**src/inc/osld_map.svh**
```systemverilog
`ifndef OSLD_MAP_SVH
`define OSLD_MAP_SVH

// register byte addresses on the avalon slave
`define OSLD_ADDR_CTRL      4'h0
`define OSLD_ADDR_STATUS    4'h4
`define OSLD_ADDR_FAULTS    4'h8

// control register fields
`define OSLD_CTRL_MODE_LO   0
`define OSLD_CTRL_MODE_HI   1
`define OSLD_CTRL_CS_D      2
`define OSLD_CTRL_SS_B      3
`define OSLD_CTRL_IO_PRIVILEGE_LEVEL_LO   4
`define OSLD_CTRL_IO_PRIVILEGE_LEVEL_HI   5
`define OSLD_CTRL_CPL_LO    6
`define OSLD_CTRL_CPL_HI    7
`define OSLD_CTRL_RESET     8'h00

// status register fields
`define OSLD_ST_OP32        0
`define OSLD_ST_ADDR32      1
`define OSLD_ST_STACK32     2
`define OSLD_ST_LOCK        3
`define OSLD_ST_FLT_PRIV    4
`define OSLD_ST_FLT_UD      5
`define OSLD_ST_FLT_LOCK    6
`define OSLD_ST_RESET       7'h00

// prefix bytes
`define OSLD_PFX_OPSIZE     8'h66
`define OSLD_PFX_ADSIZE     8'h67
`define OSLD_PFX_LOCK       8'hf0

// privilege level forced while in the compatibility user mode
`define OSLD_COMPAT_CPL     2'h3

`define OSLD_FAULTS_RESET   16'h0000
`define OSLD_FAULTS_ONE     16'h0001

`endif

```
**src/inc/osld_pkg.sv**
```systemverilog
package osld_pkg;

  // operating mode as programmed in the control register
  typedef enum logic [1:0] {
    OSLD_MODE_REAL   = 2'h0,
    OSLD_MODE_PROT   = 2'h1,
    OSLD_MODE_COMPAT = 2'h2
  } osld_mode_t;

  // instruction class, decoded upstream from the opcode bytes
  typedef enum logic [4:0] {
    OSLD_CLS_OTHER            = 5'h00,
    OSLD_CLS_BIT_TEST_SET     = 5'h01,
    OSLD_CLS_BIT_TEST_RESET   = 5'h02,
    OSLD_CLS_BIT_TEST_COMPL   = 5'h03,
    OSLD_CLS_EXCHANGE         = 5'h04,
    OSLD_CLS_EXCHANGE_ADD     = 5'h05,
    OSLD_CLS_COMPARE_EXCHANGE = 5'h06,
    OSLD_CLS_ALU_ONE          = 5'h07,
    OSLD_CLS_ALU_TWO          = 5'h08,
    OSLD_CLS_LOAD_INT_TABLE   = 5'h09,
    OSLD_CLS_LOAD_GLOBAL_TBL  = 5'h0a,
    OSLD_CLS_LOAD_MACH_STATUS = 5'h0b,
    OSLD_CLS_CTRL_REG_MOVE    = 5'h0c,
    OSLD_CLS_CLEAR_TASK_SW    = 5'h0d,
    OSLD_CLS_HALT             = 5'h0e,
    OSLD_CLS_CACHE_INV        = 5'h0f,
    OSLD_CLS_CACHE_WB_INV     = 5'h10,
    OSLD_CLS_TLB_ENTRY_INV    = 5'h11
  } osld_class_t;

  // decoder states, gray along scan -> report
  typedef enum logic [1:0] {
    OSLD_ST_SCAN   = 2'b00,
    OSLD_ST_REPORT = 2'b01
  } osld_state_t;

endpackage

```
**src/hw/osld_top.sv**
```systemverilog
// Summary of operation
// RQ1 - compatibility mode runs at level three, privileged traps
// RQ2 - real mode runs privileged instructions without fault
// RQ3 - lock prefix checked against io privilege level
// RQ4 - lock legal only on listed memory-destination classes
// RQ5 - memory exchange always locks, prefix or not
// RQ6 - lock held at least over destination operand
// RQ7 - other master may take bus between halves
// RQ8 - protected mode defaults follow code default bit
// RQ9 - real and compatibility modes default sixteen bits
// RQ10 - size prefixes apply in every mode
// RQ11 - gate type sets transfer operand size
// RQ12 - stack big bit picks stack pointer width
// RQ13 - 66h and 67h invert sizes independently
// RQ14 - both prefixes flip both sizes together
// RQ15 - repeated prefix counts as a single one
`include "osld_map.svh"

module osld_top (
  input  wire logic                 mclk,
  input  wire logic                 arst_n,
  // avalon-mm register slave
  input  wire logic [3:0]           avs_address,
  input  wire logic                 avs_read,
  input  wire logic                 avs_write,
  input  wire logic [31:0]          avs_writedata,
  input  wire logic [3:0]           avs_byteenable,
  output logic [31:0]               avs_readdata,
  output logic                      avs_waitrequest,
  // instruction byte stream
  input  wire logic                 ins_valid,
  output logic                      ins_ready,
  input  wire logic [7:0]           ins_byte,
  input  wire osld_pkg::osld_class_t ins_class,
  input  wire logic                 ins_mem_dest,
  input  wire logic                 ins_gate,
  input  wire logic                 ins_gate_32,
  // decode results
  output logic                      dec_valid,
  output logic                      dec_op32,
  output logic                      dec_addr32,
  output logic                      dec_stack32,
  output logic                      dec_lock,
  output logic                      dec_fault_priv,
  output logic                      dec_fault_ud,
  output logic                      dec_fault_lock,
  // memory transfers and bus arbitration
  input  wire logic                 mem_req,
  input  wire logic                 mem_last,
  output logic                      mem_gnt,
  output logic                      bus_lock,
  input  wire logic                 hold_req,
  output logic                      hold_ack
);

  // privileged classes trapped in compatibility mode
  function automatic logic is_priv(input osld_pkg::osld_class_t c);
    case (c)
      osld_pkg::OSLD_CLS_LOAD_INT_TABLE,
      osld_pkg::OSLD_CLS_LOAD_GLOBAL_TBL,
      osld_pkg::OSLD_CLS_LOAD_MACH_STATUS,
      osld_pkg::OSLD_CLS_CTRL_REG_MOVE,
      osld_pkg::OSLD_CLS_CLEAR_TASK_SW,
      osld_pkg::OSLD_CLS_HALT,
      osld_pkg::OSLD_CLS_CACHE_INV,
      osld_pkg::OSLD_CLS_CACHE_WB_INV,
      osld_pkg::OSLD_CLS_TLB_ENTRY_INV: is_priv = 1'b1;
      default:                          is_priv = 1'b0;
    endcase
  endfunction

  // classes that may carry the lock prefix
  function automatic logic lock_ok(input osld_pkg::osld_class_t c);
    case (c)
      osld_pkg::OSLD_CLS_BIT_TEST_SET,
      osld_pkg::OSLD_CLS_BIT_TEST_RESET,
      osld_pkg::OSLD_CLS_BIT_TEST_COMPL,
      osld_pkg::OSLD_CLS_EXCHANGE,
      osld_pkg::OSLD_CLS_EXCHANGE_ADD,
      osld_pkg::OSLD_CLS_COMPARE_EXCHANGE,
      osld_pkg::OSLD_CLS_ALU_ONE,
      osld_pkg::OSLD_CLS_ALU_TWO: lock_ok = 1'b1;
      default:                    lock_ok = 1'b0;
    endcase
  endfunction

  // control register state
  logic [7:0]           ctrl;
  logic [7:0]           next_ctrl;
  osld_pkg::osld_mode_t mode;
  logic                 cs_d;
  logic                 ss_b;
  logic [1:0]           io_privilege_level;
  logic [1:0]           cpl;

  // bus slave state
  logic                 bus_ack;
  logic                 next_bus_ack;
  logic [31:0]          next_readdata;

  // decoder state
  osld_pkg::osld_state_t state;
  osld_pkg::osld_state_t next_state;
  logic                 pfx_op;
  logic                 pfx_addr;
  logic                 pfx_lock;
  logic                 next_pfx_op;
  logic                 next_pfx_addr;
  logic                 next_pfx_lock;
  logic [6:0]           status;
  logic [6:0]           next_status;
  logic [15:0]          faults;
  logic [15:0]          next_faults;

  // decode terms of the current opcode byte
  logic                 opcode_take;
  logic                 is_prefix;
  logic                 default32;
  logic [1:0]           eff_cpl;
  logic                 want_lock;
  logic                 flt_ud;
  logic                 flt_priv;
  logic                 flt_lock;
  logic                 res_op32;
  logic                 res_addr32;
  logic                 res_lock;
  logic                 any_fault;
  logic                 faults_wr;

  // control fields
  assign mode = osld_pkg::osld_mode_t'(
                  ctrl[`OSLD_CTRL_MODE_HI:`OSLD_CTRL_MODE_LO]);
  assign cs_d = ctrl[`OSLD_CTRL_CS_D];
  assign ss_b = ctrl[`OSLD_CTRL_SS_B];
  assign io_privilege_level = ctrl[`OSLD_CTRL_IO_PRIVILEGE_LEVEL_HI:`OSLD_CTRL_IO_PRIVILEGE_LEVEL_LO];
  assign cpl  = ctrl[`OSLD_CTRL_CPL_HI:`OSLD_CTRL_CPL_LO];

  // bus answer one cycle after the request is seen
  always_comb begin
    next_bus_ack  = (avs_read || avs_write) && !bus_ack;
    next_readdata = avs_readdata;
    if (avs_read && !bus_ack) begin
      if (avs_address == `OSLD_ADDR_CTRL) begin
        next_readdata = {24'h000000, ctrl};
      end else if (avs_address == `OSLD_ADDR_STATUS) begin
        next_readdata = {25'h0000000, status};
      end else if (avs_address == `OSLD_ADDR_FAULTS) begin
        next_readdata = {16'h0000, faults};
      end else begin
        next_readdata = 32'h00000000; // unmapped reads zero
      end
    end
  end

  assign avs_waitrequest = (avs_read || avs_write) && !bus_ack;
  assign faults_wr = avs_write && bus_ack &&
                     (avs_address == `OSLD_ADDR_FAULTS);

  // control register write, low byte lane only
  always_comb begin
    next_ctrl = ctrl;
    if (avs_write && bus_ack && avs_byteenable[0] &&
        (avs_address == `OSLD_ADDR_CTRL)) begin
      next_ctrl = avs_writedata[7:0];
    end
  end

  always_ff @(posedge mclk or negedge arst_n) begin
    if (!arst_n) begin
      bus_ack      <= 1'b0;
      avs_readdata <= 32'h00000000;
      ctrl         <= `OSLD_CTRL_RESET;
    end else begin
      bus_ack      <= next_bus_ack;
      avs_readdata <= next_readdata;
      ctrl         <= next_ctrl;
    end
  end

  // prefix recognition and size selection
  assign is_prefix = (ins_byte == `OSLD_PFX_OPSIZE) ||
                     (ins_byte == `OSLD_PFX_ADSIZE) ||
                     (ins_byte == `OSLD_PFX_LOCK);
  assign ins_ready   = (state == osld_pkg::OSLD_ST_SCAN);
  assign opcode_take = ins_valid && ins_ready && !is_prefix;

  // descriptor default applies only in protected mode
  assign default32 = (mode == osld_pkg::OSLD_MODE_PROT) &&
                     cs_d; // see RQ8 see RQ9

  // prefixes invert each default on their own, in every mode
  assign res_op32 = ins_gate ? ins_gate_32 // see RQ11
                             : (default32 ^ pfx_op); // see RQ10 see RQ13
  assign res_addr32 = default32 ^ pfx_addr; // see RQ13 see RQ14

  // compatibility mode always runs at level three
  assign eff_cpl = (mode == osld_pkg::OSLD_MODE_COMPAT) ?
                   `OSLD_COMPAT_CPL : cpl; // see RQ1

  // memory exchange locks itself
  assign want_lock = pfx_lock ||
                     ((ins_class == osld_pkg::OSLD_CLS_EXCHANGE) &&
                      ins_mem_dest); // see RQ5

  // lock legal only on listed classes with memory destination
  assign flt_ud = pfx_lock &&
                  !(lock_ok(ins_class) && ins_mem_dest); // see RQ4

  // privileged trap only in compatibility mode, not in real mode
  assign flt_priv = !flt_ud &&
                    (mode == osld_pkg::OSLD_MODE_COMPAT) &&
                    is_priv(ins_class); // see RQ1 see RQ2

  // lock prefix outside real mode needs io privilege
  assign flt_lock = !flt_ud && !flt_priv && pfx_lock &&
                    (mode != osld_pkg::OSLD_MODE_REAL) &&
                    (eff_cpl > io_privilege_level); // see RQ3

  assign any_fault = flt_ud || flt_priv || flt_lock;
  assign res_lock  = want_lock && !any_fault;

  // decoder sequence and prefix flags
  always_comb begin
    next_state    = state;
    next_pfx_op   = pfx_op;
    next_pfx_addr = pfx_addr;
    next_pfx_lock = pfx_lock;
    case (state)
      osld_pkg::OSLD_ST_SCAN: begin
        if (ins_valid) begin
          // a repeated prefix sets the flag again, never toggles
          if (ins_byte == `OSLD_PFX_OPSIZE) begin
            next_pfx_op = 1'b1; // see RQ15
          end else if (ins_byte == `OSLD_PFX_ADSIZE) begin
            next_pfx_addr = 1'b1; // see RQ15
          end else if (ins_byte == `OSLD_PFX_LOCK) begin
            next_pfx_lock = 1'b1;
          end else begin
            next_state = osld_pkg::OSLD_ST_REPORT;
          end
        end
      end
      osld_pkg::OSLD_ST_REPORT: begin
        next_state    = osld_pkg::OSLD_ST_SCAN;
        next_pfx_op   = 1'b0;
        next_pfx_addr = 1'b0;
        next_pfx_lock = 1'b0;
      end
      default: begin
        next_state = osld_pkg::OSLD_ST_SCAN;
      end
    endcase
  end

  always_ff @(posedge mclk or negedge arst_n) begin
    if (!arst_n) begin
      state    <= osld_pkg::OSLD_ST_SCAN;
      pfx_op   <= 1'b0;
      pfx_addr <= 1'b0;
      pfx_lock <= 1'b0;
    end else begin
      state    <= next_state;
      pfx_op   <= next_pfx_op;
      pfx_addr <= next_pfx_addr;
      pfx_lock <= next_pfx_lock;
    end
  end

  // status capture and fault count; a fault in the clear cycle counts as one
  always_comb begin
    next_status = status;
    next_faults = faults;
    if (faults_wr) begin
      next_faults = `OSLD_FAULTS_RESET;
    end
    if (opcode_take) begin
      next_status[`OSLD_ST_OP32]     = res_op32;
      next_status[`OSLD_ST_ADDR32]   = res_addr32;
      next_status[`OSLD_ST_STACK32]  = ss_b; // see RQ12
      next_status[`OSLD_ST_LOCK]     = res_lock;
      next_status[`OSLD_ST_FLT_PRIV] = flt_priv;
      next_status[`OSLD_ST_FLT_UD]   = flt_ud;
      next_status[`OSLD_ST_FLT_LOCK] = flt_lock;
      if (any_fault) begin
        next_faults = faults_wr ? `OSLD_FAULTS_ONE
                                : faults + `OSLD_FAULTS_ONE;
      end
    end
  end

  always_ff @(posedge mclk or negedge arst_n) begin
    if (!arst_n) begin
      status <= `OSLD_ST_RESET;
      faults <= `OSLD_FAULTS_RESET;
    end else begin
      status <= next_status;
      faults <= next_faults;
    end
  end

  // result outputs, one pulse per instruction
  always_ff @(posedge mclk or negedge arst_n) begin
    if (!arst_n) begin
      dec_valid      <= 1'b0;
      dec_op32       <= 1'b0;
      dec_addr32     <= 1'b0;
      dec_stack32    <= 1'b0;
      dec_lock       <= 1'b0;
      dec_fault_priv <= 1'b0;
      dec_fault_ud   <= 1'b0;
      dec_fault_lock <= 1'b0;
    end else begin
      dec_valid      <= opcode_take;
      dec_op32       <= next_status[`OSLD_ST_OP32];
      dec_addr32     <= next_status[`OSLD_ST_ADDR32];
      dec_stack32    <= next_status[`OSLD_ST_STACK32];
      dec_lock       <= next_status[`OSLD_ST_LOCK];
      dec_fault_priv <= next_status[`OSLD_ST_FLT_PRIV];
      dec_fault_ud   <= next_status[`OSLD_ST_FLT_UD];
      dec_fault_lock <= next_status[`OSLD_ST_FLT_LOCK];
    end
  end

  // bus lock and hold arbitration
  osld_lock_unit u_lock (
    .mclk       (mclk),
    .arst_n     (arst_n),
    .lock_start (opcode_take && res_lock),
    .mem_req    (mem_req),
    .mem_last   (mem_last),
    .mem_gnt    (mem_gnt),
    .bus_lock   (bus_lock),
    .hold_req   (hold_req),
    .hold_ack   (hold_ack)
  );

endmodule

```
**src/hw/osld_lock_unit.sv**
```systemverilog
`include "osld_map.svh"

module osld_lock_unit (
  input  wire logic mclk,
  input  wire logic arst_n,
  input  wire logic lock_start,
  input  wire logic mem_req,
  input  wire logic mem_last,
  output logic      mem_gnt,
  output logic      bus_lock,
  input  wire logic hold_req,
  output logic      hold_ack
);

  logic hold_meta;
  logic hold_sync;
  logic locked;
  logic next_locked;
  logic next_hold_ack;

  // two-flop synchroniser for the other master's hold request
  always_ff @(posedge mclk or negedge arst_n) begin
    if (!arst_n) begin
      hold_meta <= 1'b0;
      hold_sync <= 1'b0;
    end else begin
      hold_meta <= hold_req;
      hold_sync <= hold_meta;
    end
  end

  // lock spans the locked instruction up to its last transfer
  always_comb begin
    next_locked = locked;
    if (lock_start) begin
      next_locked = 1'b1; // see RQ6
    end else if (mem_gnt && mem_last) begin
      next_locked = 1'b0;
    end
    // hold granted between parts of any unlocked operand; a granted
    // hold is kept until the other master lets go, so a lock that
    // starts meanwhile never takes the bus back from under it
    next_hold_ack = hold_sync && (hold_ack || !next_locked); // see RQ7
  end

  always_ff @(posedge mclk or negedge arst_n) begin
    if (!arst_n) begin
      locked   <= 1'b0;
      hold_ack <= 1'b0;
    end else begin
      locked   <= next_locked;
      hold_ack <= next_hold_ack;
    end
  end

  // core transfers stall while the other master owns the bus
  assign mem_gnt  = mem_req && !hold_ack; // see RQ7
  assign bus_lock = locked; // see RQ6

endmodule

```
**config.mk**
```make
export PLATFORM = sky130hd
export DESIGN_NAME = osld_top
export DESIGN_NICKNAME = d
export VERILOG_FILES = /design/src/inc/osld_pkg.sv /design/src/hw/osld_top.sv /design/src/hw/osld_lock_unit.sv
export VERILOG_INCLUDE_DIRS = /design/src /design/src/inc
export SDC_FILE = /design/constraint.sdc
export NUM_CORES = 1
export LEC_CHECK = 0
export BUFFER_PORTS_ARGS = -buffer_cell sky130_fd_sc_hd__clkbuf_2
export CORE_UTILIZATION = 40
export CTS_CLUSTER_SIZE = 25
export DETAILED_ROUTE_END_ITERATION = 8
export PLACE_DENSITY = 0.7
export REMOVE_ABC_BUFFERS = 1
export SKIP_LAST_GASP = 1
export SYNTH_ARGS = -nofsm -noshare
export SYNTH_HDL_FRONTEND = slang
export SYNTH_SLANG_ARGS = --single-unit
```
**constraint.sdc**
```tcl
create_clock -name mclk -period 2.3 [get_ports mclk]
set_input_delay 0.23 -clock mclk [delete_from_list [all_inputs] [get_ports mclk]]
set_output_delay 0.23 -clock mclk [all_outputs]
set_load 0.01 [all_outputs]
```
==> run summary, run 1 <==
vias in the first global route: 2458
Synth Instances: 287
dpl ws: -0.0993 ns
Worst EP required: 2.56 ns
Area growth, synth to finish: 31.2%
row count: 30
Synth area leader: dfrtp_1
gpl congestion: 0.822
CTS Buf Count: 9
VDD IR-drop max: 0.000310 V
worst setup path class: register to register
area of the multi-input gates: 0.00152 mm2
total grt overflow: 0
CP Launch Type: register
share of the synthesized area in the top cell type: 48.3%
WL final: 7180 um
initial DRC count: 162
maximum fanout along the worst path: 8
arrival time worst endpoint: 2.68 ns
outcome: finished with violations
Post-Syn Area: 0.00295 mm2
ys flop type: dfrtp_1
# setup viols final: 17
number of diodes: 0
initial antenna violation count: 0
Leak: 1.84 nW
sequential share of the synthesized area: 48.3%
Synth cell types: 48
WHS: 0.131 ns
register bit total from synthesis: 57
failing checks: negative setup slack
final instance area: 0.00387 mm2
ys async rst share: 100%
die area: 0.00772 mm2
fill count: 615
placed cell area: 0.00340 mm2
Top Ports: 109
Period minus WS final: 2.43 ns
Die Ht: 87.9 um
Port Buffers: 65
H-tree depth: 3
Tot GR Track Use: 20.5%
first-pass GRT wire length: 11900 um
Final Hold Fails: 0
Reg clk slew, reported paths: 0.06 ns
residual DRC count: 0
CTS tree: yes
part of the cycle the worst path needs: 106%
synth top area cells: dfrtp_1 48%, o31ai_1 4.6%, a22o_1 4.5%
Fmax: 412 MHz
First-pass DRT Iterations: 4
die width: 87.9 um
synth warn: 0
RSZ-0062 raised after global routing: yes
Sink Count: 57
max-cap violation count: 0
drt wl/cell: 15.2 um
clock buffer depth: 2
Slew HR: 53.8%
Setup Skew: 0.0149 ns
setup ws final: -0.127 ns
via count: 2522
syn_area_per_cell: 10.3 um2
Clock Tree Root: clkbuf_8
core region area: 0.00694 mm2
Vias/cell: 5.33
clk_lat worst skew: 0.34 ns
CP endpoint kind: register
pin count of the biggest net entering global routing: 34
Slew @ Worst Pin: 0.688 ns
share of cells above drive strength 1: 35.3%
number of flops mapped to enable cells by yosys: 0
max-slew violation count: 0
Initial Utilization: 42.5%
net total in the final layout: 440
ANT nets after route: 0
DP HPWL: 4820 um
pwr dens: 687 mW/mm2
Hold Path Class: input pin to register
Sequential cell area: 0.00143 mm2
[report_power, final]
group	total [mW]	leakage (nW)	switching [mW]	internal [mW]
sequential	1.09	0.773	0.0400	1.05
clock	1.19	0.127	0.404	0.782
combinational	0.380	0.937	0.208	0.173
[synthesized netlist by cell type, types with 2 or more instances]
master and n:
nor4bb_1 2, nand3b_1 3, a21oi_1 18, nand3_1 8
and4_1 3, nor2b_1 4, and2_1 4, buf_4 17
xor2_1 2, o31ai_1 18, nand2_1 33, inv_1 5
mux2_2 8, and3_1 2, a22o_1 15, mux2i_1 7
o21ai_0 11, or4_1 13, nor3_1 3, o21ai_1 2
nor2_1 11, dfrtp_1 57, buf_2 6, clkbuf_1 4
ha_1 4, nand4_1 4, buf_6 2
[through the flow]
stage	power (mW)	std cells	utilization [%]	setup TNS (ns)
after floorplan	1.27	273	-	0
after global routing	2.78	473	55.7	-2.39
after global placement	1.42	450	48.9	-0.139
final	2.66	473	55.7	-1.39
after detailed placement	1.43	450	48.9	-1.13
after CTS	2.67	473	55.2	-0.269
[layer usage]
layer / up-vias / GRT usage (%) / part of all wire, %
met5: - / 0 / 0
met4: 0 / 10.3 / 2.2
met3: 13 / 3.96 / 5.3
met2: 92 / 33.1 / 48
met1: 1211 / 26.3 / 44
li1: 1206 / - / -
[final cells by class]
type / instances / share of cell area [%]
Multi-Input combinational cell: 212 / 39.2
Sequential cell: 57 / 36.8
Timing Repair Buffer: 86 / 13.7
Clock buffer: 12 / 4.01
Tap cell: 96 / 3.10
Clock inverter: 4 / 2.55
Inverter: 6 / 0.582
[cells in the final DEF, fill, tap and decap left out, types with 7 or more instances in the layout]
cell type,instances
mux2_2,8
conb_1,16
dfrtp_1,57
a21oi_1,17
or4_1,12
a22o_1,15
o21ai_0,11
o31ai_1,8
buf_4,12
nor2_1,11
nand3_1,7
clkbuf_8,11
nand2_1,33
clkbuf_2,65
mux2i_1,7
o31ai_2,7
[cells by family (layout without fill, tap and decap cells)]
family | count (synthesis) | count (layout) | synth area share (%)
compound gates | 73 | 73 | 16.9
buf+inv | 35 | 108 | 7.38
other cells | 1 | 16 | 0.127
flops | 57 | 57 | 48.3
mux | 15 | 15 | 5.43
xor+xnor | 3 | 3 | 0.891
simple gates | 99 | 101 | 19.2
fa+ha+maj | 4 | 4 | 1.70
[worst max-delay path: stages (launching register included)]
cell,delay (ns)
dfrtp_1,0.37
and2b_1,0.18
or2_4,0.24
ha_4,0.22
nor2b_4,0.12
o211ai_1,0.46
and3_4,0.39
buf_12,0.14
o31ai_2,0.06
a21oi_1,0.15
[registers in the layout (all words and copies together), names as in the netlist]
name	cells
ctrl	8
pfx_lock	1
bus_ack	1
u_lock.hold_ack	1
dec_fault_lock	1
faults	16
pfx_op	1
pfx_addr	1
state	1
status	6
avs_readdata	16
u_lock.hold_sync	1
u_lock.bus_lock	1
u_lock.hold_meta	1
dec_valid	1
[final timing paths]
kind	cells after the start	from	slack (ns)	to
worst max-delay path	9	ctrl[1]	-0.13	faults[13]
worst min-delay path	2	avs_writedata[0]	0.13	ctrl[0]
worst max register to register	9	ctrl[1]	-0.13	faults[13]
worst min register to register	0	u_lock.hold_meta	0.35	u_lock.hold_sync
max in group asynchronous	3	arst_n	1.25	faults[10]
min in group asynchronous	2	arst_n	0.44	u_lock.hold_sync
[what timing repair did]
item,4_1_cts,5_1_grt
gates cloned,2,0
hold buffers,2,0
pin swaps,30,8
endpoints found under the setup margin,17,18
buffers inserted,3,0
resized for setup,22,7
hold endpoints to repair,25,0
Note: power is estimated with default switching activity, not from simulation.
==> run 2, diff against run 1 <==
Settings changed: BUFFER_PORTS_ARGS -buffer_cell sky130_fd_sc_hd__clkbuf_2 to -buffer_cell sky130_fd_sc_hd__buf_2, PLACE_DENSITY 0.7 to 0.67.
Clock period 2.3 ns to 2.5 ns, I/O delays scaled along.
==> run 2 against run 1 <==
First-iteration DRC count shrank 13%. Cell count shrank 2.3%. Sequential share of layout area grew 2.1 points. Global-route usage shrank 2.6 points. Clock skew shrank 0.0066 ns. Critical path depth shrank 1. The flow now finishes without violations. Highest routed layer unchanged. Power shrank 13%. Clock power shrank 17%. Utilization shrank 3.0 points. Maximum frequency shrank 0.16%.
==> run summary, run 2 (synthesis results as in run 1) <==
clock buffer depth: 2 (unchanged)
pin count of the biggest net entering global routing: 48 (+41%)
drt wl/cell: 14.7 um (-3.2%)
residual DRC count: 0 (unchanged)
Port Buffers: 65 (unchanged)
CP top delay family: simple AND/OR/NAND/NOR gates
H-tree depth: 3 (unchanged)
gpl congestion: 0.789 (-4.0%)
total grt overflow: 0 (unchanged)
# setup viols final: 0 (-17)
placed cell area: 0.00333 mm2 (-1.9%)
final instance area: 0.00366 mm2 (-5.4%)
die area: 0.00772 mm2 (unchanged)
CP endpoint kind: register
net total in the final layout: 430 (-2.3%)
Slew @ Worst Pin: 1.06 ns (+0.368 ns)
Worst EP required: 2.75 ns (+0.19 ns)
row count: 30 (unchanged)
Hold Path Class: input pin to register
TNS Setup: 0 ns (+1.39 ns)
Reg clk slew, reported paths: 0.07 ns (about the same)
CP Launch Type: register
fill count: 629 (+2.3%)
fin cells: 462 (-2.3%)
Fmax: 411 MHz (-0.16%)
pwr dens: 630 mW/mm2 (-8.3%)
number of diodes: 0 (unchanged)
Final Hold Fails: 0 (unchanged)
CP peak stage delay: 0.48 ns (+0.02 ns)
maximum fanout along the worst path: 7 (-1)
CTS Buf Count: 9 (unchanged)
share of cells above drive strength 1: 33.3% (-1.9 points)
setup ws final: 0.0688 ns (+0.196 ns)
most common cell after layout, fill and taps aside: buf_2
slowest CP cell: or4_1
Die Ht: 87.9 um (unchanged)
outcome: finished, final reports clean
Clock Tree Root: clkbuf_8
vias in the first global route: 2204 (-10%)
part of the cycle the worst path needs: 97.2% (-8.3 points)
DP HPWL: 4630 um (-3.9%)
via count: 2488 (-1.3%)
VDD IR-drop max: 0.000381 V (+23%)
core region area: 0.00694 mm2 (unchanged)
initial DRC count: 141 (-13%)
Vias/cell: 5.39 (+1.0%)
commonest cells after routing, fill and taps aside: 65 x buf_2, 57 x dfrtp_1, 33 x nand2_1, 17 x o31ai_1, 16 x conb_1
Slew HR: 29.6% (-24 points)
Top Ports: 109 (unchanged)
cell count after placement: 443 (-1.6%)
Leak: 1.77 nW (-3.9%)
first-pass GRT wire length: 10500 um (-12%)
Tot GR Track Use: 17.9% (-2.6 points)
initial antenna violation count: 0 (unchanged)
Cell Chain, Critical Path: and2b_2 > or2_4 > ha_4 > nor2b_1 > o211ai_1 > and3_4 > or4_1 > a21oi_1
dpl ws: 0.0860 ns (+0.185 ns)
max-cap violation count: 0 (unchanged)
Period minus WS final: 2.43 ns (+0.00385 ns)
clk_lat worst skew: 0.33 ns (about the same)
CP bufs+invs: 0 (-1)
Area growth, synth to finish: 24.1%
arrival time worst endpoint: 2.69 ns (about the same)
die width: 87.9 um (unchanged)
Top Registers: avs_readdata x16, faults x16, ctrl x8
CTS tree: yes
ANT nets after route: 0 (unchanged)
WL final: 6790 um (-5.4%)
Setup Skew: 0.00829 ns (-0.00659 ns)
Sink Count: 57 (unchanged)
worst setup path class: register to register
max-slew violation count: 0 (unchanged)
Initial Utilization: 42.5% (unchanged)
First-pass DRT Iterations: 4 (unchanged)
run 2: changes by cell type in the layout (fill, tap and decap cells not counted), moves of 2 or more:
cell,delta
clkbuf_2,-65
buf_6,-5
or4_4,+5
or4_1,-5
buf_12,-2
dlygate4sd3_1,-2
a21oi_2,+3
o31ai_4,-3
o31ai_2,-6
o31ai_1,+9
buf_2,+65
a21oi_1,-3
run 2: area by class of cell:
type	count	area [um2]	share of cell area, %
Multi-Input combinational cell	212	1460	39.8
Clock buffer	13	169	4.61
Tap cell	96	120	3.28
Timing Repair Buffer	76	408	11.1
Clock inverter	2	60.1	1.64
Sequential cell	57	1430	38.9
Inverter	6	22.5	0.615
run 2: worst paths after layout:
check | startpoint | end | slack (ns) | cells after the start
worst max-delay path | ctrl[1] | faults[13] | 0.07 | 8
worst min-delay path | hold_req | u_lock.hold_meta | 0.03 | 1
worst max register to register | ctrl[1] | faults[13] | 0.07 | 8
worst min register to register | u_lock.hold_meta | u_lock.hold_sync | 0.36 | 0
max in group asynchronous | arst_n | ctrl[2] | 1.69 | 2
min in group asynchronous | arst_n | u_lock.hold_meta | 0.10 | 1
run 2: stage by stage:
| step | total power, mW | hold slack [ns] | utilization (%) |
|---|---|---|---|
| after floorplan | 1.17 | -0.0456 | - |
| final | 2.31 | 0.0278 | 52.7 |
| after detailed placement | 1.31 | 0.353 | 48.0 |
| after global placement | 1.30 | 0.337 | 48.0 |
| after global routing | 2.40 | 0.00610 | 52.7 |
| after CTS | 2.30 | 0.0179 | 51.3 |
run 2: worst register-to-register path: stages (launching register included):
cell,delay (ns)
dfrtp_1,0.37
and2b_2,0.21
or2_4,0.24
ha_4,0.27
nor2b_1,0.13
o211ai_1,0.22
and3_4,0.28
or4_1,0.48
a21oi_1,0.16
run 2: power by group:
part / internal [mW] / total, mW / switching (mW)
clock: 0.638 / 0.990 / 0.352
combinational: 0.136 / 0.313 / 0.177
sequential: 0.970 / 1.01 / 0.0353
run 2: layer usage:
layer / wire length (um) / vias to the layer above / track usage (%)
met5: 0 / - / 0
met4: 103 / 0 / 6.26
met3: 338 / 8 / 3.49
met2: 3110 / 85 / 28.0
met1: 3240 / 1201 / 24.6
li1: - / 1194 / -
run 2: timing repair:
item | 4_1_cts | 5_1_grt
buffers inserted | 0 | 2
setup endpoints to repair | 0 | 13
hold buffers | 0 | 0
gates resized for setup | 0 | 17
==> run 3, diff against run 2 <==
Settings changed: GPL_TIMING_DRIVEN set to 0.
==> run 3 against run 2 <==
The run now ends with negative hold slack left. Critical path depth did not move. Highest routed layer unchanged. Die area did not move. Critical path type unchanged. Worst hold slack got worse by 0.067 ns. Register-to-register slack got worse by 0.02 ns. Global-route usage rose by 1.5 points. Cell count fell by 0.65%. Maximum frequency fell by 0.81%. Power fell by 7.8%. Cell area fell by 0.55%. Worst setup slack got worse by 0.020 ns. Largest cell class unchanged. Clock skew barely moved.
==> run summary, run 3 (synthesis results as in run 1) <==
outcome: finished with violations
failing checks: negative hold slack
Area growth, synth to finish: 23.5%
CTS tree: yes
CP endpoint kind: register
Sink Count: 57 (unchanged)
fill count: 629 (unchanged)
RSZ-0062 raised after global routing: yes
Fmax: 408 MHz (-0.81%)
WHS: -0.0395 ns (-0.0673 ns)
pwr dens: 584 mW/mm2 (-7.3%)
Slew @ Worst Pin: 1.41 ns (+0.353 ns)
drt wl/cell: 15.7 um (+6.7%)
Sequential cell area: 0.00143 mm2 (unchanged)
residual DRC count: 0 (unchanged)
Tot GR Track Use: 19.4% (+1.5 points)
CP peak stage delay: 0.49 ns (about the same)
Hold-fix buffers, CTS: 0 (unchanged)
CP Launch Type: register
CTS Buf Count: 9 (unchanged)
share of cells above drive strength 1: 34.7% (+1.4 points)
net total in the final layout: 427 (-0.70%)
most common cell after layout, fill and taps aside: buf_2
Top Ports: 109 (unchanged)
Leak: 1.75 nW (-0.64%)
initial antenna violation count: 0 (unchanged)
clock buffer depth: 2 (unchanged)
core region area: 0.00694 mm2 (unchanged)
Die Ht: 87.9 um (unchanged)
vias in the first global route: 2251 (+2.1%)
dpl ws: -0.0217 ns (-0.108 ns)
H-tree depth: 3 (unchanged)
max-cap violation count: 0 (unchanged)
First-pass DRT Iterations: 4 (unchanged)
Period minus WS final: 2.45 ns (+0.0200 ns)
Hold Path Class: input pin to asynchronous set/reset pin
Port Buffers: 65 (unchanged)
commonest cells after routing, fill and taps aside: 64 x buf_2, 57 x dfrtp_1, 33 x nand2_1, 17 x o31ai_1, 16 x conb_1
initial DRC count: 311 (+120%)
first-pass GRT wire length: 11300 um (+7.5%)
via count: 2492 (+0.16%)
number of diodes: 0 (unchanged)
Setup Skew: 0.00799 ns (-0.000294 ns)
Initial Utilization: 42.5% (unchanged)
Reg clk slew, reported paths: 0.06 ns (about the same)
total grt overflow: 0 (unchanged)
# setup viols final: 0 (unchanged)
clk_lat worst skew: 0.33 ns (about the same)
part of the cycle the worst path needs: 98.0% (+0.80 points)
row count: 30 (unchanged)
Util after Layout: 52.5% (-0.29 points)
Top Registers: avs_readdata x16, faults x16, ctrl x8
max-slew violation count: 0 (unchanged)
R2R cell count: 8 (unchanged)
pin count of the biggest net entering global routing: 58 (+21%)
worst setup path class: register to register
area of the multi-input gates: 0.00149 mm2 (+2.0%)
Worst EP required: 2.75 ns (about the same)
Clock Tree Root: clkbuf_8
Slew HR: 5.71% (-24 points)
cell count after placement: 435 (-1.8%)
Vias/cell: 5.43 (+0.82%)
VDD IR-drop max: 0.000288 V (-24%)
die width: 87.9 um (unchanged)
TNS Setup: 0 ns (unchanged)
ANT nets after route: 0 (unchanged)
WL final: 7200 um (+6.0%)
arrival time worst endpoint: 2.70 ns (about the same)
fin cells: 459 (-0.65%)
DP HPWL: 4660 um (+0.66%)
die area: 0.00772 mm2 (unchanged)
gpl congestion: 0.729 (-7.7%)
Final Hold Fails: 48 (+48)
maximum fanout along the worst path: 8 (+1)
Cell Chain, Critical Path: and2b_1 > or2_4 > ha_4 > nor2b_4 > o211ai_1 > and3_4 > or4_4 > a21oi_2
slowest CP cell: or4_4
setup ws final: 0.0488 ns (-0.0200 ns)
run 3: report_power, final:
part | internal, mW | leakage, nW | total [mW] | switching [mW]
Sequential | 0.970 | 0.773 | 1.01 | 0.0400
Combinational | 0.145 | 0.883 | 0.329 | 0.184
Clock | 0.430 | 0.0980 | 0.789 | 0.359
run 3: area by class of cell:
| cell class | count | share of cell area (%) |
|---|---|---|
| Inverter | 6 | 0.618 |
| Sequential cell | 57 | 39.2 |
| Clock inverter | 3 | 0.412 |
| Timing Repair Buffer | 73 | 11.2 |
| Tap cell | 96 | 3.30 |
| Clock buffer | 12 | 4.53 |
| Multi-Input combinational cell | 212 | 40.8 |
run 3: metrics by stage:
| step | power (mW) | instance area (um2) |
|---|---|---|
| floorplan | 1.17 | 2810 |
| global route | 2.22 | 3640 |
| finish | 2.13 | 3640 |
| detailed placement | 1.30 | 3270 |
| CTS | 2.10 | 3520 |
| global placement | 1.28 | 3260 |
run 3: critical path, delay by kind of cell, from the launching register on:
| kind | cells | cell delay (ns) |
|---|---|---|
| compound gates | 2 | 0.35 |
| fa+ha+maj | 1 | 0.27 |
| flops | 1 | 0.37 |
| simple gates | 5 | 1.37 |
run 3: timing repair:
action	4_1_cts	5_1_grt
setup buffers	4	2
cloned	2	0
gates resized for setup	6	17
endpoints found under the setup margin	12	19
pin swaps	4	13
endpoints found under the hold margin	0	0
run 3: worst paths after layout:
path | startpoint | endpoint | slack [ns]
min reg2reg | u_lock.hold_meta | u_lock.hold_sync | 0.35
max reg2reg | ctrl[0] | faults[11] | 0.05
max | ctrl[0] | faults[11] | 0.05
min in group mclk | hold_req | u_lock.hold_meta | 0.02
max in group asynchronous | arst_n | dec_fault_lock | 2.05
min | arst_n | u_lock.hold_meta | -0.04
run 3: metal layers:
layer	global-route usage [%]	share of wire [%]	up-vias
li1	-	-	1180
met1	26.6	47	1210
met2	29.9	47	95
met3	3.49	5.3	7
met4	8.49	1.2	0
met5	0	0	-
